<file path="src/kslock_defs.svh">
// Constant definitions for the keypad settings lockout block
`ifndef KSLOCK_DEFS_SVH
`define KSLOCK_DEFS_SVH

`define KSL_DEFAULT_CODE 12'h555
`define KSL_BYPASS_CODE 12'h999
`define KSL_DIGIT_ZERO 4'h0
`define KSL_DIGITS 2'h3
`define KSL_MSG_TIME_MS 2
`define KSL_CLK_MHZ 50
`define KSL_MSG_CYCLES (`KSL_MSG_TIME_MS * 1000 * `KSL_CLK_MHZ)

`endif

</file>
<file path="src/kslock_pkg.sv">
// Types shared by the keypad settings lockout block
package kslock_pkg;

    // One keypad event as seen by the lockout logic
    typedef struct packed {
        logic digit;
        logic enter;
        logic esc;
        logic [3:0] value;
    } kslock_key_t;

    // Display screen reported to the front panel
    typedef enum logic [3:0] {
        KSLOCK_SCR_MAIN = 4'h0,
        KSLOCK_SCR_CODE = 4'h1,
        KSLOCK_SCR_TOGGLE = 4'h2,
        KSLOCK_SCR_CHGASK = 4'h3,
        KSLOCK_SCR_CHGCODE = 4'h4,
        KSLOCK_SCR_DONE = 4'h5,
        KSLOCK_SCR_ERROR = 4'h6
    } kslock_screen_t;

    // Settings change requests from the panel
    typedef struct packed {
        logic range;
        logic trigger;
        logic delay;
        logic comm;
        logic line_freq;
        logic cal_menu;
    } kslock_req_t;

endpackage

</file>
<file path="src/kslock_keysync.sv">
// Pin synchroniser and one-shot event former for keypad lines
`timescale 1ns/1ps
`default_nettype none

module kslock_keysync #(
    parameter int WIDTH = 7
) (
    // Clock and reset
    input wire logic clk_sys_in,
    input wire logic nrst_in,
    // Raw pin levels
    input wire logic [WIDTH-1:0] pin_in,
    // Level and rising edge after filtering
    output logic [WIDTH-1:0] level_out,
    output logic [WIDTH-1:0] rise_out
);
    logic [WIDTH-1:0] s1_r, s2_r, s3_r, lvl_r, rise_r;
    logic [WIDTH-1:0] lvl_nxt, rise_nxt;

    // Accept a change once second and third stages agree
    always_comb begin
        lvl_nxt = lvl_r;
        for (int i = 0; i < WIDTH; i++) begin
            if (s2_r[i] == s3_r[i]) begin
                lvl_nxt[i] = s3_r[i];
            end
        end
        rise_nxt = lvl_nxt & ~lvl_r;
    end

    // Three-stage chain and filtered state
    always_ff @(posedge clk_sys_in or negedge nrst_in) begin
        if (!nrst_in) begin
            s1_r <= '0;
            s2_r <= '0;
            s3_r <= '0;
            lvl_r <= '0;
            rise_r <= '0;
        end else begin
            s1_r <= pin_in;
            s2_r <= s1_r;
            s3_r <= s2_r;
            lvl_r <= lvl_nxt;
            rise_r <= rise_nxt;
        end
    end

    assign level_out = lvl_r;
    assign rise_out = rise_r;
endmodule

`default_nettype wire

</file>
<file path="src/kslock_top.sv">
// Keypad settings lockout controller
`timescale 1ns/1ps
`default_nettype none
`include "kslock_defs.svh"

module kslock_top #(
    parameter int MSG_CYCLES = `KSL_MSG_CYCLES
) (
    // Clock and reset
    input wire logic clk_sys_in,
    input wire logic nrst_in,
    // Keypad pins, digit value and key strobes
    input wire logic [3:0] key_value_in,
    input wire logic key_digit_in,
    input wire logic key_enter_in,
    input wire logic key_esc_in,
    // Factory reset of the stored code, calibration jumper
    input wire logic factory_rst_in,
    input wire logic cal_jumper_in,
    // Setting change requests
    input wire kslock_pkg::kslock_req_t req_in,
    // Lock state, grants and display
    output logic locked_out,
    output kslock_pkg::kslock_req_t grant_out,
    output kslock_pkg::kslock_screen_t screen_out,
    output logic [11:0] show_code_out,
    output logic [1:0] digit_count_out
);
    import kslock_pkg::*;

    // One-hot states
    typedef enum logic [7:0] {
        KSL_MAIN = 8'h01,
        KSL_ESC = 8'h02,
        KSL_CODE = 8'h04,
        KSL_TOGGLE = 8'h08,
        KSL_CHGASK = 8'h10,
        KSL_CHGCODE = 8'h20,
        KSL_MSG = 8'h40,
        KSL_CHGESC = 8'h80
    } kslock_state_t;

    logic [7:0] lvl, rise;
    kslock_key_t key;
    kslock_state_t state_r, state_nxt;
    logic [11:0] code_r, code_nxt, entry_r, entry_nxt;
    logic [1:0] cnt_r, cnt_nxt;
    logic lock_r, lock_nxt, bypass_r, bypass_nxt;
    logic [31:0] tmr_r, tmr_nxt;
    kslock_screen_t scr_r, scr_nxt;
    kslock_req_t grant_r, grant_nxt;
    logic [11:0] show_r, show_nxt;

    // Pin synchroniser for the keypad and factory reset lines
    kslock_keysync #(.WIDTH(8)) u_sync (
        .clk_sys_in(clk_sys_in),
        .nrst_in(nrst_in),
        .pin_in({factory_rst_in, key_esc_in, key_enter_in, key_digit_in,
                 key_value_in}),
        .level_out(lvl),
        .rise_out(rise)
    );

    // Key event bundle, value filtered alongside the strobes
    always_comb begin
        key.digit = rise[4];
        key.enter = rise[5];
        key.esc = rise[6];
        key.value = lvl[3:0];
    end

    // Append a digit to the entry
    function automatic logic [11:0] push_digit(input logic [11:0] e,
                                               input logic [3:0] d);
        push_digit = {e[7:0], d};
    endfunction

    // Lockout menu sequencing
    always_comb begin
        state_nxt = state_r;
        code_nxt = code_r;
        entry_nxt = entry_r;
        cnt_nxt = cnt_r;
        lock_nxt = lock_r;
        bypass_nxt = bypass_r;
        tmr_nxt = (tmr_r != 32'h0) ? tmr_r - 32'h1 : 32'h0;
        scr_nxt = scr_r;
        show_nxt = show_r;
        case (state_r)
            KSL_MAIN: begin
                scr_nxt = KSLOCK_SCR_MAIN;
                if (key.esc) begin
                    state_nxt = KSL_ESC;
                end
            end
            KSL_ESC: begin
                if (key.digit && key.value == `KSL_DIGIT_ZERO) begin
                    state_nxt = KSL_CODE;
                    entry_nxt = '0;
                    cnt_nxt = '0;
                    scr_nxt = KSLOCK_SCR_CODE;
                end else if (key.digit || key.enter) begin
                    state_nxt = KSL_MAIN;
                end
            end
            KSL_CODE: begin
                if (key.esc && cnt_r != 2'h0) begin
                    entry_nxt = {4'h0, entry_r[11:4]};
                    cnt_nxt = cnt_r - 2'h1;
                end else if (key.digit && cnt_r != `KSL_DIGITS) begin
                    entry_nxt = push_digit(entry_r, key.value);
                    cnt_nxt = cnt_r + 2'h1;
                end else if (key.enter && cnt_r == `KSL_DIGITS) begin
                    if (entry_r == code_r) begin
                        state_nxt = KSL_TOGGLE;
                        bypass_nxt = 1'b0;
                        scr_nxt = KSLOCK_SCR_TOGGLE;
                    end else if (entry_r == `KSL_BYPASS_CODE) begin
                        state_nxt = KSL_TOGGLE;
                        bypass_nxt = 1'b1;
                        scr_nxt = KSLOCK_SCR_TOGGLE;
                    end else begin
                        state_nxt = KSL_MAIN;
                        scr_nxt = KSLOCK_SCR_MAIN;
                    end
                end
            end
            KSL_TOGGLE: begin
                if (key.enter) begin
                    // Bypass can only clear the lock
                    lock_nxt = bypass_r ? 1'b0 : ~lock_r;
                    state_nxt = KSL_MSG;
                    scr_nxt = KSLOCK_SCR_DONE;
                    tmr_nxt = 32'(MSG_CYCLES);
                end else if (key.esc) begin
                    state_nxt = KSL_MSG;
                    scr_nxt = KSLOCK_SCR_ERROR;
                    tmr_nxt = 32'(MSG_CYCLES);
                end else if (key.digit && key.value == `KSL_DIGIT_ZERO
                             && !bypass_r) begin
                    state_nxt = KSL_CHGASK;
                    scr_nxt = KSLOCK_SCR_CHGASK;
                end
            end
            KSL_CHGASK: begin
                if (key.enter) begin
                    state_nxt = KSL_CHGCODE;
                    show_nxt = code_r;
                    entry_nxt = '0;
                    cnt_nxt = '0;
                    scr_nxt = KSLOCK_SCR_CHGCODE;
                end else if (key.esc) begin
                    state_nxt = KSL_MAIN;
                    scr_nxt = KSLOCK_SCR_MAIN;
                end
            end
            KSL_CHGCODE: begin
                if (key.esc && cnt_r != 2'h0) begin
                    entry_nxt = {4'h0, entry_r[11:4]};
                    cnt_nxt = cnt_r - 2'h1;
                    show_nxt = {4'h0, entry_r[11:4]};
                end else if (key.esc) begin
                    state_nxt = KSL_CHGESC;
                end else if (key.digit && cnt_r != `KSL_DIGITS) begin
                    entry_nxt = push_digit(entry_r, key.value);
                    show_nxt = push_digit(entry_r, key.value);
                    cnt_nxt = cnt_r + 2'h1;
                end else if (key.enter && cnt_r == `KSL_DIGITS) begin
                    code_nxt = entry_r;
                    state_nxt = KSL_MAIN;
                    scr_nxt = KSLOCK_SCR_MAIN;
                end
            end
            KSL_CHGESC: begin
                if (key.enter) begin
                    state_nxt = KSL_MAIN;
                    scr_nxt = KSLOCK_SCR_MAIN;
                end else if (key.digit) begin
                    entry_nxt = push_digit(12'h000, key.value);
                    show_nxt = push_digit(12'h000, key.value);
                    cnt_nxt = 2'h1;
                    state_nxt = KSL_CHGCODE;
                end
            end
            KSL_MSG: begin
                if (tmr_r == 32'h1) begin
                    state_nxt = KSL_MAIN;
                    scr_nxt = KSLOCK_SCR_MAIN;
                end
            end
            default: begin
                state_nxt = KSL_MAIN;
                scr_nxt = KSLOCK_SCR_MAIN;
            end
        endcase
        if (rise[7]) begin
            code_nxt = `KSL_DEFAULT_CODE;
        end
    end

    // Grants for protected settings
    always_comb begin
        grant_nxt.range = req_in.range && !lock_r;
        grant_nxt.trigger = req_in.trigger && !lock_r;
        grant_nxt.delay = req_in.delay && !lock_r;
        grant_nxt.comm = req_in.comm && !lock_r;
        grant_nxt.line_freq = req_in.line_freq && !lock_r;
        grant_nxt.cal_menu = req_in.cal_menu && !lock_r
                             && cal_jumper_in;
    end

    // State registers
    always_ff @(posedge clk_sys_in or negedge nrst_in) begin
        if (!nrst_in) begin
            state_r <= KSL_MAIN;
            code_r <= `KSL_DEFAULT_CODE;
            entry_r <= '0;
            cnt_r <= '0;
            lock_r <= 1'b0;
            bypass_r <= 1'b0;
            tmr_r <= '0;
            scr_r <= KSLOCK_SCR_MAIN;
            grant_r <= '0;
            show_r <= '0;
        end else begin
            state_r <= state_nxt;
            code_r <= code_nxt;
            entry_r <= entry_nxt;
            cnt_r <= cnt_nxt;
            lock_r <= lock_nxt;
            bypass_r <= bypass_nxt;
            tmr_r <= tmr_nxt;
            scr_r <= scr_nxt;
            grant_r <= grant_nxt;
            show_r <= show_nxt;
        end
    end

    assign locked_out = lock_r;
    assign grant_out = grant_r;
    assign screen_out = scr_r;
    assign show_code_out = show_r;
    assign digit_count_out = cnt_r;
endmodule

`default_nettype wire

</file>
<file path="config.mk">
export PLATFORM = sky130hd
export DESIGN_NAME = kslock_top
export DESIGN_NICKNAME = d
export VERILOG_FILES = /design/src/kslock_pkg.sv /design/src/kslock_keysync.sv /design/src/kslock_top.sv
export VERILOG_INCLUDE_DIRS = /design/src /design/src/src
export SDC_FILE = /design/constraint.sdc
export NUM_CORES = 1
export LEC_CHECK = 0
export BUFFER_PORTS_ARGS = -buffer_cell sky130_fd_sc_hd__buf_2
export CORE_MARGIN = 1
export CORE_UTILIZATION = 60
export DETAILED_ROUTE_END_ITERATION = 6
export GPL_TIMING_DRIVEN = 0
export PLACE_DENSITY = 0.87
export SKIP_LAST_GASP = 1
export SLEW_MARGIN = 20
export SYNTH_ARGS = -nofsm -noshare
export SYNTH_HDL_FRONTEND = slang
export SYNTH_SLANG_ARGS = --single-unit
</file>
<file path="constraint.sdc">
create_clock -name clk_sys_in -period 3.36 [get_ports clk_sys_in]
set_input_delay 0.504 -clock clk_sys_in [delete_from_list [all_inputs] [get_ports clk_sys_in]]
set_output_delay 0.504 -clock clk_sys_in [all_outputs]
set_load 0.01 [all_outputs]
</file>
* Yosys cells after proc, flatten, opt, wreduce, memory -nomap -nowiden *
Cells that the tools add are included.

word-level totals
  output and inout port bits = 25
  register bits = 130
  word-level logic and storage cells = 187

operators by class
  $add $sub $neg = 3
  reduce and logical (&&, ||, !) cells = 30
  bitwise logic cells = 5
  equality and inequality tests = 46
  mux-type cells = 83

operators by type and width
  operator                                                              count
  12-bit 2-to-1 mux                                                     18
  8-bit 2-to-1 mux                                                      18
  32-bit 2-to-1 mux                                                     4
  4-bit 2-to-1 mux                                                      17
  8-bit one-hot mux with 8 select lines                                 1
  12-bit one-hot mux with 5 select lines                                1
  12-bit one-hot mux with 3 select lines                                1
  32-bit by 1-bit == test with 1-bit output, second input constant      1
  32-bit nonzero test                                                   1
  32-bit by 1-bit subtractor with 32-bit output, second input constant  1
  4-bit one-hot mux with 7 select lines                                 1
  12-bit AND reduction                                                  2
  2-bit != test, second input constant                                  11
  2-bit 2-to-1 mux                                                      10
  2-bit by 1-bit != test with 1-bit output, second input constant       7
  12-bit == test                                                        1
  12-bit == test, second input constant                                 1
  1-bit logical AND                                                     12
  6-bit AND reduction                                                   2
  1-bit 2-to-1 mux                                                      11
  2-bit one-hot mux with 5 select lines                                 1
  5-bit AND reduction                                                   2
  3-bit != test, second input constant                                  3
  8-bit bitwise AND                                                     1
  24 further kinds                                                      39

* Logic depth before layout (Yosys ltp) *
  depth after elaboration = 8
  depth in mapped cells = 10
  gate-level depth less buffers = 8

* Cells and area by module *
Synthesis repeated with hierarchy kept, for this count alone.

unflattened totals
  cells, all modules = 547
  area, all modules = 5,801.8 um^2

by module, submodules not included
  module          times used  cells an instance  area each (um^2)
  kslock_top      1           491                4,630.7
  kslock_keysync  1           56                 1,171.1

* Worst setup path after synthesis *
No wires, ideal clock.

  kind = flip-flop to flip-flop
  start point = register tmr_r[0]
  end point = register tmr_r[20]
  path buffers = 2
  slack = 624 ps
  period minus slack after synthesis = 2,736 ps
  required time = 3,231 ps
  stages on the path, launching flop included = 11
  arrival = 2,606 ps
  setup time = 129 ps
  path through = dfrtp_1 -> inv_1 -> ha_1 -> or3b_1 -> clkbuf_1 -> or4_4 -> buf_6 -> or3_4 -> or3_1 -> xor2_1 -> nor2_2

between the ends
  cells in the longest elaborated chain, start to end = 5

ends and longest elaborated chain
  element                                                                               line               source
  start, declared                                                                       kslock_top.sv:49   logic [31:0] tmr_r, tmr_nxt;
  start signal, assigned                                                                kslock_top.sv:232  tmr_r <= tmr_nxt;
  32-bit by 1-bit subtractor with 32-bit output or 32-bit nonzero test (tied branches)  kslock_top.sv:86   tmr_nxt = (tmr_r != 32'h0) ? tmr_r - 32'h1 : 32'h0;
  32-bit 2-to-1 mux *                                                                   kslock_top.sv:86
  32-bit 2-to-1 mux                                                                     kslock_top.sv:135  end else if (key.esc) begin
  32-bit 2-to-1 mux                                                                     kslock_top.sv:129  if (key.enter) begin
  32-bit 2-to-1 mux *                                                                   kslock_top.sv:89   case (state_r)
  net tmr_nxt[20]                                                                       kslock_top.sv:49

The timed path passes the listed nets; every way through them passes the cells marked *.
A chain may end at the register's enable or synchronous reset.

* Worst setup path in the final report *
  start point = register state_r[5]
  end point = register entry_r[11]

between the ends
  cells in the longest elaborated chain, start to end = 3

ends and longest elaborated chain
  element                                                                 line               source
  start, declared                                                         kslock_top.sv:45   kslock_state_t state_r, state_nxt;
  start signal, assigned                                                  kslock_top.sv:226  state_r <= state_nxt;
  8-bit by 6-bit == test with 1-bit output, or another cell as far along  kslock_top.sv:89
  3-bit != test (no source line), or another cell as far along            -
  6-bit AND reduction (no source line)                                    -
  end signal, assigned                                                    kslock_top.sv:228  entry_r <= entry_nxt;
  end, declared                                                           kslock_top.sv:46   logic [11:0] code_r, code_nxt, entry_r, entry_nxt;

Parallel ways exist; a longest one is shown, timed or not.

==> metrics.txt <==
final hold violation count 0; Final Instance Area 6570 µm²; Power, Total 4.48 mW; first-pass GRT wire length 20.7 mm; Worst Setup End Kind flip-flop; routability cong. 0.950; WL final 12.2 mm; Pwr Density 682 nW/µm²; routed len/inst 17.3 µm; smallest hold slack 0.0770 ns; # DRC 0; Core ar. 8890 µm²; Leak 2.93 nW; Routed Antenna Nets 0; First-pass DRT Iterations 5; clock skew 0.00972 ns; die width 98.7 µm; remaining global-route overflow 0; Main synth FF type dfrtp_1; die height 98.7 µm; RSZ-0062 raised after global routing no; Worst-Skew Late Latency 0.53 ns; Initial Util 0.630; average cell area after synthesis 10.7 µm²; Inserted Clock Buffers 17; IO Pins 42; Setup Viol. Count Final 0; Final HPWL DP 8.21 mm; Post-Syn Area 5610 µm²; Root Buffer clkbuf_8; largest net degree at the start of global routing 87; total track usage 0.278; Final Critical Period 2.96 ns; CTS Sinks 125; Startpoint Class flip-flop; vias post-DR 4337; H-tree levels 4; number of global-route vias before repair 4318; CTS tree built; number of synthesized flops with an enable pin 0; Final period util 0.882; Non-Filler Instances 707; row count 34; diode count 0; max-slew violation count 0; Post-Syn Nets 544; Peak VDD IR 0.536 mV; CP Class reg2reg; worst setup margin 0.396 ns; Unique masters post-synth 64; max-cap violations 0; critical path data required time 3.81 ns; I/O Buffers 40; Post-synth ARST share 1.00; Critical Path Fanout Max 10; dpl ws 0.249 ns; Mapped Cells 525; synth warn 0; setup TNS 0 ns; crit path DAT 3.41 ns; die area 9730 µm²; status finished clean; vias per cell 6.13; final core utilization 0.739; relative max-transition margin 0.385; Initial DRC Count 389; fmax 337 MHz; Cells after DPL 674; nets 605; antenna violations before repair 0; area grow syn2layout 17.2%; Clk pin slew, worst setup/hold paths 0.06 ns; Cell Area, Placed 5970 µm²; Longest Clk Path Bufs 2; sequential fraction of the synthesis area 0.560; share of post-route cells with drive strength above 1 0.165; Worst Max-Slew Pin Slew 0.917 ns; post-CTS setup buffers 0; worst min path class in2reg; register bit count reported by yosys 125
[cells in the mapped netlist, types with 4 or more instances]
library cell  count  share of area
nor2b_1          10          0.011
maj3_1            8          0.014
or3_1             8         0.0089
nand4_1           6         0.0067
and3_1            4         0.0045
dfrtp_1         118           0.53
nand2_1          42          0.028
o211ai_1          5         0.0067
a21oi_1          20          0.018
a21o_1            7         0.0094
dfstp_2           7          0.033
o22a_1            7          0.011
a22o_1           10          0.016
a32oi_1           4         0.0062
xor2_1           10          0.016
o21ai_0          34          0.030
nor3_1           18          0.016
xnor2_1          29          0.045
mux2i_1           4         0.0071
nand3_1          10         0.0089
clkbuf_1         23          0.015
mux2_2            6          0.012
inv_1             4         0.0027
a22oi_1           4         0.0054
nor4_1            7         0.0078
nor2_1           57          0.038
or4_1             7         0.0094
[worst max-delay path, stage by stage (launching register included)]
cell	delay, ns
dfrtp_1	0.35
clkbuf_1	0.23
nor4_4	0.55
and3_1	0.23
clkbuf_1	0.25
nor2_1	0.22
o2111ai_2	0.44
clkbuf_1	0.37
nand2_1	0.13
o21ai_0	0.09
[layer usage]
layer	track usage	part of all wire	up-vias
li1	-	-	2007
met5	0	0	-
met3	0.0738	0.055	43
met2	0.448	0.49	162
met4	0.139	0.029	0
met1	0.351	0.43	2125
[cell usage in the layout (no fill, tap or decap), types with 3 or more instances in the layout]
cell,count
or4_1,7
mux2_2,6
o211ai_1,5
inv_1,4
o21ai_0,34
clkbuf_16,16
and3_1,4
o22ai_1,3
mux2i_1,4
and4b_1,3
nand2_1,42
clkinv_2,3
a21oi_1,20
buf_2,40
nor3_1,18
nor3b_1,3
nor4_1,5
nor2_1,57
a22o_1,10
clkbuf_1,26
nand4_1,6
a32oi_1,4
clkinvlp_4,3
nand3b_1,3
maj3_1,8
nor2b_1,10
xnor2_1,29
o22a_1,7
or3_1,8
xor2_1,10
dfstp_2,7
a21o_1,7
clkbuf_8,3
nand3_1,10
dfrtp_1,118
a22oi_1,4
[report_power, final]
group	total [mW]	switching [mW]	internal, mW
Clock	1.74	0.644	1.09
Sequential	1.95	0.220	1.73
Combinational	0.798	0.453	0.345
[state kept, by name, summed over array words and instances (netlist names), 2 cells and up, named ones only]
register,count
state_r,8
u_sync.rise_out,4
code_r,12
tmr_r,32
entry_r,12
show_code_out,12
screen_out,3
u_sync.s1_r,8
grant_out,6
digit_count_out,2
u_sync.level_out,4
u_sync.s3_r,8
u_sync.s2_r,8
[what timing repair did]
item / CTS / global route
gates resized for setup: 0 / 2
hold buffers: 1 / 0
endpoints found under the setup margin: 0 / 2
endpoints found under the hold margin: 35 / 0
[final timing paths]
kind | to | slack (ns) | startpoint | cells after the start
setup / recovery | entry_r[11] | 0.40 | state_r[5] | 9
hold / removal | u_sync.s1_r[5] | 0.08 | key_enter_in | 1
setup reg to reg | entry_r[11] | 0.40 | state_r[5] | 9
hold reg to reg | u_sync.s2_r[1] | 0.35 | u_sync.s1_r[1] | 0
max in group asynchronous | code_r[0] | 2.16 | nrst_in | 3
min in group asynchronous | tmr_r[3] | 0.45 | nrst_in | 2
[cell type report]
type	count	area (µm²)
inverter	4	15.0
timing repair buffer	42	244
tap	108	135
sequential	125	3140
fill	580	2320
clock buffer	22	453
clock inverter	10	115
buffer	27	114
multi-input combinational	369	2360
[cell families (layout without fill, tap and decap cells)]
| kind of cell | count (synthesis) | in the layout | share of synthesized area |
|---|---|---|---|
| fa+ha+maj | 10 | 10 | 0.0187 |
| mux | 10 | 10 | 0.0192 |
| simple gates | 197 | 197 | 0.184 |
| xor+xnor | 39 | 39 | 0.0609 |
| flops | 125 | 125 | 0.560 |
| buf+inv | 31 | 105 | 0.0230 |
| other cells | 1 | 1 | 0.000669 |
| compound gates | 112 | 112 | 0.134 |
(Power assumes the default switching activity.)
